--- src/hdl/sgd_defs.vh ---
// Summary of operation
// - Entry: address word, then flags and count
// - Entry bit 16 flags page interrupt
// - Main address and count registers are read-only
// - Main current address loads from next, ends one word past the last used
// - Main current count/control loads from next
// - List engine fills main next registers; 8-byte stride
// - List next copies to current when valid, idle
// - Next-empty enable lets start acceptance raise bit 12
// - List-done bit reads zero while list runs
// - Start write locks next address, length, direction, burst until copied
// - Bit 28 enables page-done interrupt bit 18
// - List-done enable lets done raise bit 12
// - Abort stops, cancels, clears bits 29, 30
// - Direction one reads host memory, zero writes
// - Burst bit selects immediate or coalesced writes
// - Status bits show main idle and next empty
// - Page interrupt sets on flagged page, clears via 28
// - Bits 17, 16 show current and next page flags
// - Low sixteen bits hold next list byte length
// - Bit 12 gathers enabled DMA interrupts, bit 15 gates
// - Remote interrupt needs bits 14 and 15
`ifndef SGD_DEFS_VH
`define SGD_DEFS_VH

// Register offsets, channel 0; channels repeat at the stride
`define SGD_OFF_MCA     8'h00
`define SGD_OFF_MNA     8'h04
`define SGD_OFF_MCC     8'h08
`define SGD_OFF_MNC     8'h0c
`define SGD_OFF_LCA     8'h10
`define SGD_OFF_LNA     8'h14
`define SGD_OFF_LCC     8'h18
`define SGD_OFF_LNC     8'h1c
`define SGD_OFF_CFG     8'hc4
`define SGD_OFF_STAT    8'hc8
`define SGD_CHAN_STRIDE 8'h20

// List next count/control bit positions
`define SGD_B_EN_EMPTY  31
`define SGD_B_DONE      30
`define SGD_B_START     29
`define SGD_B_EN_PAGE   28
`define SGD_B_EN_LIST   27
`define SGD_B_ABORT     26
`define SGD_B_DIR       25
`define SGD_B_BURST     24
`define SGD_B_MIDLE     23
`define SGD_B_NEMPTY    22
`define SGD_B_PGIRQ     18
`define SGD_B_CURPG     17
`define SGD_B_NXTPG     16
// Page-interrupt flag inside the second word of a list entry
`define SGD_B_ENTRY_PG  16
// Configuration and status bit positions
`define SGD_B_GLB_EN    15
`define SGD_B_RMT_EN    14
`define SGD_B_BUSIRQ    15
`define SGD_B_RMTIRQ    13
`define SGD_B_DMAIRQ    12

// Steps and constants
`define SGD_ENTRY_BYTES 16'h0008
`define SGD_ENTRY_STEP  32'h0000_0008
`define SGD_WORD_STEP   32'h0000_0004
`define SGD_WORD_DEC    16'h0001
`define SGD_CTRL_WORD   32'h0000_0004
`define SGD_ZERO32      32'h0000_0000
`define SGD_ZERO16      16'h0000

`endif

--- src/hdl/sgd_channel.v ---
`timescale 1ns/100ps
`default_nettype none
`include "sgd_defs.vh"

module sgd_channel #(
  parameter [7:0] CHAN_BASE = 8'h00
) (
  // Clock and reset
  input  wire        sys_clk,
  input  wire        rst_b,
  // Register port
  input  wire [7:0]  reg_addr,
  input  wire        reg_wr,
  input  wire        reg_rd,
  input  wire [31:0] reg_wdata,
  output reg  [31:0] reg_rdata_q,
  output reg         reg_ack_q,
  // Host memory master
  output reg         mem_req_q,
  output reg         mem_we_q,
  output reg  [31:0] mem_addr_q,
  output reg  [31:0] mem_wdata_q,
  output reg         mem_burst_q,
  input  wire [31:0] mem_rdata,
  input  wire        mem_ack,
  // Board stream towards the board
  output reg  [31:0] brd_tx_data_q,
  output reg         brd_tx_valid_q,
  input  wire        brd_tx_ready,
  // Board stream from the board
  input  wire [31:0] brd_rx_data,
  input  wire        brd_rx_valid,
  output reg         brd_rx_ready_q,
  // Remote logic and bus interrupt
  input  wire        remote_irq,
  output reg         bus_irq_q
);

  // Sequencer states
  localparam [2:0] ST_IDLE = 3'd0;
  localparam [2:0] ST_LF0  = 3'd1;
  localparam [2:0] ST_LF1  = 3'd2;
  localparam [2:0] ST_MRD  = 3'd3;
  localparam [2:0] ST_TX   = 3'd4;
  localparam [2:0] ST_RX   = 3'd5;
  localparam [2:0] ST_MWR  = 3'd6;

  // Register state
  reg [31:0] main_cur_addr_q;
  reg [31:0] main_nxt_addr_q;
  reg [31:0] main_cur_cnt_q;
  reg [31:0] main_nxt_cnt_q;
  reg        main_act_q;
  reg        main_nfull_q;
  // List engine
  reg [31:0] list_cur_addr_q;
  reg [31:0] list_nxt_addr_q;
  reg [15:0] list_cur_len_q;
  reg [15:0] list_nxt_len_q;
  reg        list_act_q;
  reg        list_nvalid_q;
  reg        start_rd_q;
  reg        list_done_q;
  // Software enables and mode bits
  reg        en_empty_q;
  reg        en_page_q;
  reg        en_list_q;
  reg        dir_rd_q;
  reg        burst_q;
  reg        page_irq_q;
  reg        glb_en_q;
  reg        rmt_en_q;
  reg        rmt_irq_q;
  // Shared sequencer
  reg [2:0]  state_q;
  reg [31:0] entry_addr_q;

  // Decode of the register port
  wire [7:0] loc_addr = reg_addr - CHAN_BASE;
  wire       wr_lna   = reg_wr && (loc_addr == `SGD_OFF_LNA);
  wire       wr_lnc   = reg_wr && (loc_addr == `SGD_OFF_LNC);
  wire       wr_cfg   = reg_wr && (reg_addr == `SGD_OFF_CFG);
  wire       abort    = wr_lnc && reg_wdata[`SGD_B_ABORT];
  wire       start    = wr_lnc && reg_wdata[`SGD_B_START] && !list_nvalid_q;
  // List copy happens only when the next pair is valid and no list runs
  wire       list_copy = list_nvalid_q && !list_act_q && !abort;

  // Interrupt sources are levels; the DMA ones hold the bus line until cleared, the remote one follows its line
  wire dma_irq = (en_empty_q && start_rd_q)
               | (en_list_q && list_done_q)
               | page_irq_q;
  wire bus_irq_d = glb_en_q && (dma_irq || (rmt_en_q && rmt_irq_q));

  // Address and count after one word moves, shared by both directions
  wire [31:0] main_addr_inc = main_cur_addr_q + `SGD_WORD_STEP;
  wire [15:0] main_cnt_dec  = main_cur_cnt_q[15:0] - `SGD_WORD_DEC;

  // Readback views, each field at its named bit so the map lives in the header
  reg [31:0] lnc_view;
  reg [31:0] cfg_view;
  reg [31:0] stat_view;
  always @* begin
    lnc_view                  = {`SGD_ZERO16, list_nxt_len_q};
    lnc_view[`SGD_B_EN_EMPTY] = en_empty_q;
    lnc_view[`SGD_B_DONE]     = list_done_q;
    lnc_view[`SGD_B_START]    = start_rd_q;
    lnc_view[`SGD_B_EN_PAGE]  = en_page_q;
    lnc_view[`SGD_B_EN_LIST]  = en_list_q;
    // Abort is a strobe, so it never reads back
    lnc_view[`SGD_B_ABORT]    = 1'b0;
    lnc_view[`SGD_B_DIR]      = dir_rd_q;
    lnc_view[`SGD_B_BURST]    = burst_q;
    lnc_view[`SGD_B_MIDLE]    = !main_act_q;
    lnc_view[`SGD_B_NEMPTY]   = !main_nfull_q;
    lnc_view[`SGD_B_PGIRQ]    = page_irq_q;
    lnc_view[`SGD_B_CURPG]    = main_cur_cnt_q[`SGD_B_ENTRY_PG];
    lnc_view[`SGD_B_NXTPG]    = main_nxt_cnt_q[`SGD_B_ENTRY_PG];
    cfg_view                  = `SGD_ZERO32;
    cfg_view[`SGD_B_GLB_EN]   = glb_en_q;
    cfg_view[`SGD_B_RMT_EN]   = rmt_en_q;
    stat_view                 = `SGD_ZERO32;
    stat_view[`SGD_B_BUSIRQ]  = bus_irq_q;
    stat_view[`SGD_B_RMTIRQ]  = rmt_irq_q;
    stat_view[`SGD_B_DMAIRQ]  = dma_irq;
  end

  // Read multiplexer; unmapped offsets read zero
  reg [31:0] rdata_d;
  always @* begin
    rdata_d = `SGD_ZERO32;
    if (reg_addr == `SGD_OFF_CFG) begin
      rdata_d = cfg_view;
    end else if (reg_addr == `SGD_OFF_STAT) begin
      rdata_d = stat_view;
    end else begin
      case (loc_addr)
        `SGD_OFF_MCA: rdata_d = main_cur_addr_q;
        `SGD_OFF_MNA: rdata_d = main_nxt_addr_q;
        `SGD_OFF_MCC: rdata_d = main_cur_cnt_q;
        `SGD_OFF_MNC: rdata_d = main_nxt_cnt_q;
        `SGD_OFF_LCA: rdata_d = list_cur_addr_q;
        `SGD_OFF_LNA: rdata_d = list_nxt_addr_q;
        `SGD_OFF_LCC: rdata_d = {lnc_view[31:16], list_cur_len_q};
        `SGD_OFF_LNC: rdata_d = lnc_view;
        default:      rdata_d = `SGD_ZERO32;
      endcase
    end
  end

  // Register port answers one cycle after a read or write strobe
  always @(posedge sys_clk or negedge rst_b) begin
    if (!rst_b) begin
      reg_rdata_q <= `SGD_ZERO32;
      reg_ack_q   <= 1'b0;
    end else begin
      reg_ack_q <= reg_wr || reg_rd;
      if (reg_rd) begin
        reg_rdata_q <= rdata_d;
      end
    end
  end

  // Software control bits, interrupts and the list next pair
  always @(posedge sys_clk or negedge rst_b) begin
    if (!rst_b) begin
      en_empty_q      <= 1'b0;
      en_page_q       <= 1'b0;
      en_list_q       <= 1'b0;
      dir_rd_q        <= 1'b0;
      burst_q         <= 1'b0;
      glb_en_q        <= 1'b0;
      rmt_en_q        <= 1'b0;
      rmt_irq_q       <= 1'b0;
      bus_irq_q       <= 1'b0;
      list_nxt_addr_q <= `SGD_ZERO32;
      list_nxt_len_q  <= `SGD_ZERO16;
      list_nvalid_q   <= 1'b0;
      start_rd_q      <= 1'b1;
    end else begin
      // Remote line is sampled once; the bus line lags its sources a cycle
      rmt_irq_q <= remote_irq;
      bus_irq_q <= bus_irq_d;
      // Enables stay writable so a running page interrupt can be cleared
      if (wr_lnc) begin
        en_empty_q <= reg_wdata[`SGD_B_EN_EMPTY];
        en_page_q  <= reg_wdata[`SGD_B_EN_PAGE];
        en_list_q  <= reg_wdata[`SGD_B_EN_LIST];
      end
      // Locked fields change only while the next pair is free
      if (wr_lnc && !list_nvalid_q) begin
        dir_rd_q       <= reg_wdata[`SGD_B_DIR];
        burst_q        <= reg_wdata[`SGD_B_BURST];
        list_nxt_len_q <= reg_wdata[15:0];
      end
      if (wr_lna && !list_nvalid_q) begin
        list_nxt_addr_q <= reg_wdata;
      end
      if (wr_cfg) begin
        glb_en_q <= reg_wdata[`SGD_B_GLB_EN];
        rmt_en_q <= reg_wdata[`SGD_B_RMT_EN];
      end
      // Start locks, copy unlocks, abort clears the start bit
      if (abort) begin
        list_nvalid_q <= 1'b0;
        start_rd_q    <= 1'b0;
      end else if (start) begin
        list_nvalid_q <= 1'b1;
        start_rd_q    <= 1'b0;
      end else if (list_copy) begin
        list_nvalid_q <= 1'b0;
        start_rd_q    <= 1'b1;
      end
    end
  end

  // Main engine, list engine and the shared memory sequencer
  always @(posedge sys_clk or negedge rst_b) begin
    if (!rst_b) begin
      main_cur_addr_q <= `SGD_ZERO32;
      main_nxt_addr_q <= `SGD_ZERO32;
      main_cur_cnt_q  <= `SGD_ZERO32;
      main_nxt_cnt_q  <= `SGD_ZERO32;
      main_act_q      <= 1'b0;
      main_nfull_q    <= 1'b0;
      list_cur_addr_q <= `SGD_ZERO32;
      list_cur_len_q  <= `SGD_ZERO16;
      list_act_q      <= 1'b0;
      list_done_q     <= 1'b0;
      page_irq_q      <= 1'b0;
      state_q         <= ST_IDLE;
      entry_addr_q    <= `SGD_ZERO32;
      mem_req_q       <= 1'b0;
      mem_we_q        <= 1'b0;
      mem_addr_q      <= `SGD_ZERO32;
      mem_wdata_q     <= `SGD_ZERO32;
      mem_burst_q     <= 1'b0;
      brd_tx_data_q   <= `SGD_ZERO32;
      brd_tx_valid_q  <= 1'b0;
      brd_rx_ready_q  <= 1'b0;
    end else begin
      // Page interrupt clears only through its enable
      if (!en_page_q) begin
        page_irq_q <= 1'b0;
      end
      if (abort) begin
        // Abandon any bus cycle at once; the host sees the request drop
        main_act_q     <= 1'b0;
        main_nfull_q   <= 1'b0;
        list_act_q     <= 1'b0;
        list_done_q    <= 1'b0;
        state_q        <= ST_IDLE;
        mem_req_q      <= 1'b0;
        brd_tx_valid_q <= 1'b0;
        brd_rx_ready_q <= 1'b0;
      end else begin
        // List engine takes the next pair, or finishes once the length is used
        if (list_copy) begin
          list_cur_addr_q <= list_nxt_addr_q;
          list_cur_len_q  <= list_nxt_len_q;
          list_act_q      <= 1'b1;
          list_done_q     <= 1'b0;
        end else if (list_act_q && list_cur_len_q == `SGD_ZERO16 && !main_act_q
                     && !main_nfull_q && state_q == ST_IDLE) begin
          list_act_q  <= 1'b0;
          list_done_q <= 1'b1;
        end
        case (state_q)
          // Idle: move a word, close a page, load the next page or fetch an entry
          ST_IDLE: begin
            if (main_act_q && main_cur_cnt_q[15:0] != `SGD_ZERO16) begin
              mem_addr_q <= main_cur_addr_q;
              if (dir_rd_q) begin
                mem_req_q <= 1'b1;
                mem_we_q  <= 1'b0;
                state_q   <= ST_MRD;
              end else begin
                brd_rx_ready_q <= 1'b1;
                state_q        <= ST_RX;
              end
            end else if (main_act_q) begin
              // Page finished; current address stays one word step past the last word moved
              main_act_q <= 1'b0;
              if (en_page_q && main_cur_cnt_q[`SGD_B_ENTRY_PG]) begin
                page_irq_q <= 1'b1;
              end
            end else if (main_nfull_q) begin
              main_cur_addr_q <= main_nxt_addr_q;
              main_cur_cnt_q  <= main_nxt_cnt_q;
              main_nfull_q    <= 1'b0;
              main_act_q      <= 1'b1;
            end else if (list_act_q && !list_copy && list_cur_len_q != `SGD_ZERO16) begin
              mem_req_q  <= 1'b1;
              mem_we_q   <= 1'b0;
              mem_addr_q <= list_cur_addr_q;
              state_q    <= ST_LF0;
            end
          end
          // First entry word is the page address; request stays up for the second
          ST_LF0: begin
            if (mem_ack) begin
              entry_addr_q <= mem_rdata;
              mem_addr_q   <= list_cur_addr_q + `SGD_CTRL_WORD;
              state_q      <= ST_LF1;
            end
          end
          // Second word carries flags and count; the main next pair is now full
          ST_LF1: begin
            if (mem_ack) begin
              mem_req_q       <= 1'b0;
              main_nxt_addr_q <= entry_addr_q;
              main_nxt_cnt_q  <= mem_rdata;
              main_nfull_q    <= 1'b1;
              list_cur_addr_q <= list_cur_addr_q + `SGD_ENTRY_STEP;
              // A ragged tail shorter than one entry still ends the list
              if (list_cur_len_q > `SGD_ENTRY_BYTES) begin
                list_cur_len_q <= list_cur_len_q - `SGD_ENTRY_BYTES;
              end else begin
                list_cur_len_q <= `SGD_ZERO16;
              end
              state_q <= ST_IDLE;
            end
          end
          // Host read: park the word for the board
          ST_MRD: begin
            if (mem_ack) begin
              mem_req_q      <= 1'b0;
              brd_tx_data_q  <= mem_rdata;
              brd_tx_valid_q <= 1'b1;
              state_q        <= ST_TX;
            end
          end
          // Word leaves when the board takes it
          ST_TX: begin
            if (brd_tx_ready) begin
              brd_tx_valid_q  <= 1'b0;
              main_cur_addr_q <= main_addr_inc;
              main_cur_cnt_q  <= {main_cur_cnt_q[31:16], main_cnt_dec};
              state_q         <= ST_IDLE;
            end
          end
          // Board word becomes one host write
          ST_RX: begin
            if (brd_rx_valid) begin
              brd_rx_ready_q <= 1'b0;
              mem_req_q      <= 1'b1;
              mem_we_q       <= 1'b1;
              mem_wdata_q    <= brd_rx_data;
              // Burst lets the bus side coalesce; cleared means post each word
              mem_burst_q    <= burst_q;
              state_q        <= ST_MWR;
            end
          end
          // Host write accepted; step address and count
          ST_MWR: begin
            if (mem_ack) begin
              mem_req_q       <= 1'b0;
              mem_we_q        <= 1'b0;
              main_cur_addr_q <= main_addr_inc;
              main_cur_cnt_q  <= {main_cur_cnt_q[31:16], main_cnt_dec};
              state_q         <= ST_IDLE;
            end
          end
          default: begin
            state_q <= ST_IDLE;
          end
        endcase
      end
    end
  end

  // Main registers have no write path at all

endmodule // sgd_channel
`default_nettype wire

--- config.mk ---
export PLATFORM = sky130hd
export DESIGN_NAME = sgd_channel
export DESIGN_NICKNAME = d
export VERILOG_FILES = /design/src/hdl/sgd_channel.v
export VERILOG_INCLUDE_DIRS = /design/src /design/src/hdl
export SDC_FILE = /design/constraint.sdc
export NUM_CORES = 1
export LEC_CHECK = 0
export BUFFER_PORTS_ARGS = -buffer_cell sky130_fd_sc_hd__buf_2
export CELL_PAD_IN_SITES_DETAIL_PLACEMENT = 0
export CELL_PAD_IN_SITES_GLOBAL_PLACEMENT = 2
export CORE_ASPECT_RATIO = 0.6
export CORE_MARGIN = 4
export CORE_UTILIZATION = 37
export CTS_CLUSTER_DIAMETER = 120
export CTS_CLUSTER_SIZE = 12
export DETAILED_ROUTE_END_ITERATION = 10
export GPL_TIMING_DRIVEN = 0
export PLACE_DENSITY_LB_ADDON = 0.25
export SYNTH_ARGS = -nofsm -noshare
export SYNTH_HDL_FRONTEND = slang
export SYNTH_SLANG_ARGS = --single-unit
export TNS_END_PERCENT = 20
--- constraint.sdc ---
create_clock -name sys_clk -period 2.77 [get_ports sys_clk]
set_input_delay 0.554 -clock sys_clk [delete_from_list [all_inputs] [get_ports sys_clk]]
set_output_delay 0.554 -clock sys_clk [all_outputs]
set_load 0.02 [all_outputs]
==> results of run 1 <==
==> layout by cell type, fill, tap and decap left out, drive strengths merged, types with 7 or more instances in the layout <==
cell type	count
a222oi	15
nor3	53
o2bb2ai	9
mux2	150
o21ai	119
and2	7
inv	52
nor2b	8
nand3b	9
or2	9
a22oi	48
or3	8
a211oi	11
dfrtp	408
a31oi	16
a221oi	10
and3	25
nor2	124
or4	9
nor4	16
a2bb2oi	9
mux2i	16
o31ai	19
nor3b	8
buf	310
nand2	413
nand4	21
nand3	63
a22o	18
a21oi	153
o22ai	64
clkbuf	151
==> worst max-delay path, cell delays in order <==
cell,delay (ns)
buf_2,0.15
or4_1,0.53
clkbuf_1,0.25
nor2_2,0.62
clkbuf_2,0.51
a32oi_1,0.09
o21ai_0,0.27
a21oi_2,0.19
o22ai_1,0.15
==> layer usage <==
metal	wire length, um	GRT usage
met2	35700	0.409
met5	55	0
met1	48700	0.546
met3	13100	0.120
met4	2160	0.0669
==> path summary, 6_finish.rpt <==
| check | to | depth (start not counted) |
|---|---|---|
| worst min-delay path | rmt_irq_q$_DFF_PN0_ | 1 |
| worst max-delay path | reg_rdata_q[2]$_DFFE_PN0P_ | 9 |
| worst min register to register | main_nxt_addr_q[16]$_DFFE_PN0P_ | 2 |
| min in group asynchronous | mem_wdata_q[25]$_DFFE_PN0P_ | 2 |
| max in group asynchronous | brd_tx_data_q[3]$_DFFE_PN0P_ | 4 |
| worst max register to register | list_cur_addr_q[22]$_DFFE_PN0N_ | 7 |
==> cell families after synthesis <==
| logic type | synth area share |
|---|---|
| AO/OA/AOI/OAI | 0.177 |
| XOR/XNOR | 0.00216 |
| adder cells (fa/ha/maj) | 0.00309 |
| buffers and inverters | 0.0395 |
| flip-flops | 0.505 |
| multiplexers | 0.0913 |
| AND/OR/NAND/NOR | 0.181 |
==> flip-flops by register name, summed over array words and instances, names as in the netlist, 3 cells and up <==
register,cells
main_nxt_addr_q,32
reg_rdata_q,32
mem_wdata_q,32
main_cur_cnt_q,32
list_cur_len_q,16
mem_addr_q,32
main_nxt_cnt_q,32
brd_tx_data_q,32
main_cur_addr_q,32
list_nxt_len_q,16
entry_addr_q,32
list_nxt_addr_q,32
list_cur_addr_q,32
state_q,3
==> final cells by class <==
| class | instances | area, um^2 |
|---|---|---|
| fillers | 5374 | 30100 |
| flip-flops and latches | 409 | 10200 |
| multi-input cells | 1531 | 9430 |
| repair buffers | 272 | 1530 |
| clock buffers | 49 | 1030 |
| well taps | 714 | 893 |
| plain buffers | 142 | 658 |
| inverters | 49 | 184 |
| clock inverters | 4 | 56.3 |
| diodes | 2 | 5.00 |
==> power groups by stage <==
stage | Sequential, mW | Combinational, mW | Clock, mW
6_report | 11.3 | 9.96 | 5.11
5_1_grt | 11.4 | 10.8 | 5.43
4_1_cts | 11.0 | 9.67 | 5.21
3_5_place_dp | 11.1 | 9.56 | 0
3_3_place_gp | 11.0 | 9.44 | 0
2_1_floorplan | 10.2 | 5.37 | 0
==> metrics by stage <==
stage / instances / total power, mW / hold slack (ns) / TNS, ns
final: 3172 / 26.4 / 0.0809 / -0.162
after global routing: 3171 / 27.6 / 0.0647 / -0.427
after CTS: 3159 / 25.9 / 0.0579 / -0.129
after detailed placement: 3097 / 20.6 / 0.453 / -343.09
after global placement: 3094 / 20.5 / 0.449 / -3285.21
after floorplan: 2137 / 15.6 / 0.258 / 0
==> repair_timing <==
action | CTS | global route
hold buffers | 1 | 0
endpoints found under the setup margin | 329 | 176
setup buffers | 10 | 15
gates resized for setup | 51 | 47
endpoints found under the hold margin | 8 | 0
pin swaps | 5 | 5
==> flow_metrics.py, run 1 <==
metrics = {
    "global_route": {
        "grt_pass1_vias": 18400,
        "antenna_found_initial": 8,
        "grt_overflow": 0,
        "grt_pass1_wl_mm": 140,
        "grt_usage": 0.334,
        "grt_max_degree": 124,
    },
    "run_status": {
        "status": "complete, but fails checks",
        "violations": "setup timing",
    },
    "timing": {
        "finalSetupViolations": 6,
        "drv_slew": 0,
        "finClkSkew_ns": 0.0322,
        "layout_setup_ws_ns": -0.0717,
        "min_period_over_period": 1.03,
        "max_freq_ghz": 0.352,
        "worstMarginPinSlew_ns": 1.27,
        "relSlewSlack": 0.146,
        "grt_setup_unrepaired": "true",
        "finalCriticalPeriod_ns": 2.84,
        "hold_viol_final": 0,
    },
    "logic_synthesis": {
        "async_reset_ff_frac": 1.00,
        "netlist_top_cells_area": "dfrtp_1 50%, mux2_2 8.3%, nand2_1 7.7%",
        "yosysSeqAreaShare": 0.505,
        "synth_fp_nets": 2254,
        "synth.top_cells.by_count": "413 x nand2_1, 408 x dfrtp_1, 153 x a21oi_1",
        "synth_cell_types": 87,
        "synth_edf_count": 0,
        "synth_top_area_frac": 0.504,
        "synth-seq-cells": 409,
        "syn_area_um2": 20300,
        "synth.most_common_cell": "nand2_1",
        "yosysTopAreaCell": "dfrtp_1",
        "synthFlopType": "dfrtp_1",
        "synth_area_per_cell_um2": 9.48,
        "yosys_warnings": 0,
        "syn_inst": 2137,
    },
    "power_and_ir_drop": {
        "power.switching_mw": 12.1,
        "clockPowerShare": 0.194,
        "power_frac_seq": 0.429,
        "p_leak_nw": 10.7,
        "peakVddDrop_uv": 547,
        "p_int_mw": 14.3,
        "sw_frac_of_total": 0.460,
        "pwr-share-comb": 0.377,
        "powerDensity_nw_per_um2": 1100,
    },
    "critical_path": {
        "cp-startpoint": "reg_addr[5]",
        "cp_max_fo": 10,
        "critPathArrivalTime_ns": 3.32,
        "crit_required_ns": 3.25,
        "cp-start-kind": "primary input",
        "r2r_slack_ns": -0.02,
        "r2r-start": "state_q[2]$_DFFE_PN0P_",
        "crit_type": "primary input to flop",
        "end_kind": "flop",
    },
    "floorplanning": {
        "pin_count": 247,
        "die_x_um": 310,
        "start_util": 0.374,
        "die_area_um2": 58700,
        "dieHeight_um": 189,
        "num_rows": 66,
        "core-area_um2": 54200,
    },
    "detailed_routing": {
        "wl_mm": 99.7,
        "dr.pass1.iters": 6,
        "drt_iter0_drc": 2911,
        "viasPerCell": 6.17,
        "num_vias": 19600,
        "drc_errors": 0,
        "ant_nets": 0,
        "post_drt_wl_per_cell_um": 31.4,
    },
    "cells_and_area": {
        "drive_above_1_share": 0.246,
        "syn_to_final_growth_pct": 18.7,
        "final_core_util": 0.444,
        "fin_nets": 2562,
        "design_area_um2": 24000,
    },
    "clocking": {
        "cts_buffers": 40,
        "root_buffer": "clkbuf_16",
        "clock-sinks": 409,
        "cts_tree": "yes",
        "cts_buffer_depth": 3,
        "clk_latency_ns": 0.59,
        "htreeDepth": 2,
        "clk_pin_slew_ns": 0.06,
    },
    "placed_design": {
        "placed_area_um2": 22500,
        "dpl.hpwl_mm": 78.5,
        "portBuffers": 243,
        "place_ws_ns": -1.46,
        "gp_congestion": 1.01,
    },
    "worst_hold_path": {
        "hold_path.class": "primary input to flop",
        "min_from": "remote_irq",
    },
    "run": {
        "max_cap_viol_count": 0,
    },
}
(Power assumes the default switching activity.)
==> run 2: changes to the inputs <==
--- a/config.mk
+++ b/config.mk
@@ -9,7 +9,6 @@
 export BUFFER_PORTS_ARGS = -buffer_cell sky130_fd_sc_hd__buf_2
 export CELL_PAD_IN_SITES_DETAIL_PLACEMENT = 0
 export CELL_PAD_IN_SITES_GLOBAL_PLACEMENT = 2
-export CORE_ASPECT_RATIO = 0.6
 export CORE_MARGIN = 4
 export CORE_UTILIZATION = 37
 export CTS_CLUSTER_DIAMETER = 120
==> flow_metrics.py, run 2 (synthesized netlist as in run 1, its figures left out) <==
metrics = {
    "run_status": {
        "status": "complete, but fails checks",
        "violations": "setup timing",
    },
    "timing": {
        "layout_setup_ws_ns": -0.173,
        "drv_slew": 0,
        "max_freq_ghz": 0.340,
        "grt_setup_unrepaired": "true",
        "min_period_over_period": 1.06,
        "finalCriticalPeriod_ns": 2.94,
        "finalSetupViolations": 3,
        "fin_setup_tns_ns": -0.458,
        "hold_slack_ns": 0.0935,
        "relSlewSlack": 0.173,
        "hold_viol_final": 0,
        "worstMarginPinSlew_ns": 1.23,
        "finClkSkew_ns": 0.0270,
    },
    "power_and_ir_drop": {
        "powerDensity_nw_per_um2": 1080,
        "pwr-share-comb": 0.373,
        "p_leak_nw": 10.7,
        "sw_frac_of_total": 0.448,
        "total_power_mw": 25.9,
        "power.switching_mw": 11.6,
        "p_int_mw": 14.3,
        "clockPowerShare": 0.198,
        "peakVddDrop_uv": 623,
        "power_frac_seq": 0.428,
    },
    "clocking": {
        "clk_latency_ns": 0.59,
        "cts_tree": "yes",
        "htreeDepth": 2,
        "clock-sinks": 409,
        "cts_buffer_depth": 3,
        "clk_pin_slew_ns": 0.06,
        "root_buffer": "clkbuf_16",
        "cts_buffers": 40,
    },
    "critical_path": {
        "cp_max_fo": 10,
        "crit_required_ns": 3.24,
        "critPathArrivalTime_ns": 3.41,
        "crit_chain": "buf_2 > clkbuf_2 > nor4_4 > clkbuf_1 > a22oi_1 > a21oi_1 > nor2_1 > o22ai_1",
        "crit_slowest_cell": "nor4_4",
        "critical_path.top_delay_family": "buffers and inverters",
        "path_buf_inv": 3,
        "end_kind": "flop",
        "slowest_delay_ns": 0.69,
        "cp-start-kind": "primary input",
        "crit_type": "primary input to flop",
    },
    "detailed_routing": {
        "drt_iter0_drc": 2178,
        "wl_mm": 97.2,
        "dr.pass1.iters": 8,
        "ant_nets": 0,
        "post_drt_wl_per_cell_um": 30.8,
        "viasPerCell": 6.11,
        "num_vias": 19300,
        "drc_errors": 0,
    },
    "floorplanning": {
        "dieHeight_um": 242,
        "die_x_um": 242,
        "core-area_um2": 54000,
        "num_rows": 85,
        "die_area_um2": 58600,
        "pin_count": 247,
        "start_util": 0.375,
    },
    "global_route": {
        "grt_pass1_vias": 18600,
        "grt_most_used_layer": "met2",
        "grt_usage": 0.321,
        "grt_use_met1": 0.422,
        "use_met3": 0.0626,
        "grt_max_degree": 105,
        "grt_pass1_wl_mm": 138,
        "antenna_found_initial": 10,
        "grt_overflow": 0,
        "use_met2": 0.513,
    },
    "placed_design": {
        "place_ws_ns": -1.43,
        "gp_congestion": 0.967,
        "portBuffers": 243,
        "dpl.hpwl_mm": 75.6,
    },
    "run": {
        "max_cap_viol_count": 0,
    },
    "cells_and_area": {
        "layout_common_cells": "412 x nand2_1, 400 x dfrtp_1, 269 x buf_2",
        "drive_above_1_share": 0.243,
        "final_common_cell": "nand2_1",
        "fin_nets": 2561,
        "final_core_util": 0.444,
        "syn_to_final_growth_pct": 18.5,
    },
    "worst_hold_path": {
        "hold_path.class": "primary input to flop",
    },
}
[run 2: cell count changes in the layout (fill, tap and decap cells not counted), moves of 2 or more]
| cell | delta |
|---|---|
| dfrtp_2 | +2 |
| a31oi_2 | -2 |
| dfrtp_1 | -2 |
| a211oi_2 | -2 |
| clkbuf_1 | +6 |
| a31oi_1 | +2 |
| clkbuf_2 | -3 |
| a211oi_1 | +2 |
| buf_6 | -3 |
[run 2: final timing paths]
| check | startpoint | slack, ns | cells after the start | end |
|---|---|---|---|---|
| max | reg_addr[2] | -0.17 | 8 | reg_rdata_q[4]$_DFFE_PN0P_ |
| min | remote_irq | 0.09 | 1 | rmt_irq_q$_DFF_PN0_ |
| max reg2reg | list_cur_len_q[13]$_DFFE_PN0N_ | 0.02 | 6 | list_cur_len_q[11]$_DFFE_PN0N_ |
| min reg2reg | entry_addr_q[10]$_DFFE_PN0P_ | 0.46 | 2 | main_nxt_addr_q[10]$_DFFE_PN0P_ |
| max in group asynchronous | rst_b | 0.83 | 4 | entry_addr_q[27]$_DFFE_PN0P_ |
| min in group asynchronous | rst_b | 0.52 | 2 | mem_addr_q[2]$_DFFE_PN0P_ |
[run 2: cell type report]
class                      count  area (um^2)
antenna                        2         5.00
buffer                       143          646
clock buffer                  51         1060
clock inverter                 2         31.3
fill                        5420        30000
inverter                      49          184
multi-input combinational   1531         9420
sequential                   409        10200
tap                          696          871
timing repair buffer         270         1520
[run 2: power by group through the flow]
| stage | logic [mW] | registers, mW | clock network (mW) |
|---|---|---|---|
| 2_1_floorplan | 5.37 | 10.2 | 0 |
| 3_3_place_gp | 9.32 | 11.0 | 0 |
| 4_1_cts | 9.52 | 10.9 | 5.25 |
| 3_5_place_dp | 9.39 | 11.0 | 0 |
| 5_1_grt | 10.5 | 11.2 | 5.50 |
| 6_report | 9.67 | 11.1 | 5.13 |
[run 2: through the flow]
step	area [um^2]	cells
4_1_cts	23800	3137
5_1_grt	24000	3152
2_1_floorplan	20300	2137
6_report	24000	3153
3_3_place_gp	22300	3076
3_5_place_dp	22500	3080
[run 2: routing by layer]
| layer | vias to the layer above | share of wire |
|---|---|---|
| met1 | 9645 | 0.40 |
| met5 | - | 0.00062 |
| li1 | 8337 | - |
| met3 | 251 | 0.081 |
| met2 | 1032 | 0.46 |
| met4 | 10 | 0.058 |
[run 2: repair_timing]
| action | 4_1_cts | 5_1_grt |
|---|---|---|
| endpoints found under the hold margin | 68 | 0 |
| pin swaps | 4 | 5 |
| hold buffers | 1 | 0 |
| buffers inserted | 4 | 18 |
| resized for setup | 47 | 44 |
| setup endpoints to repair | 324 | 196 |
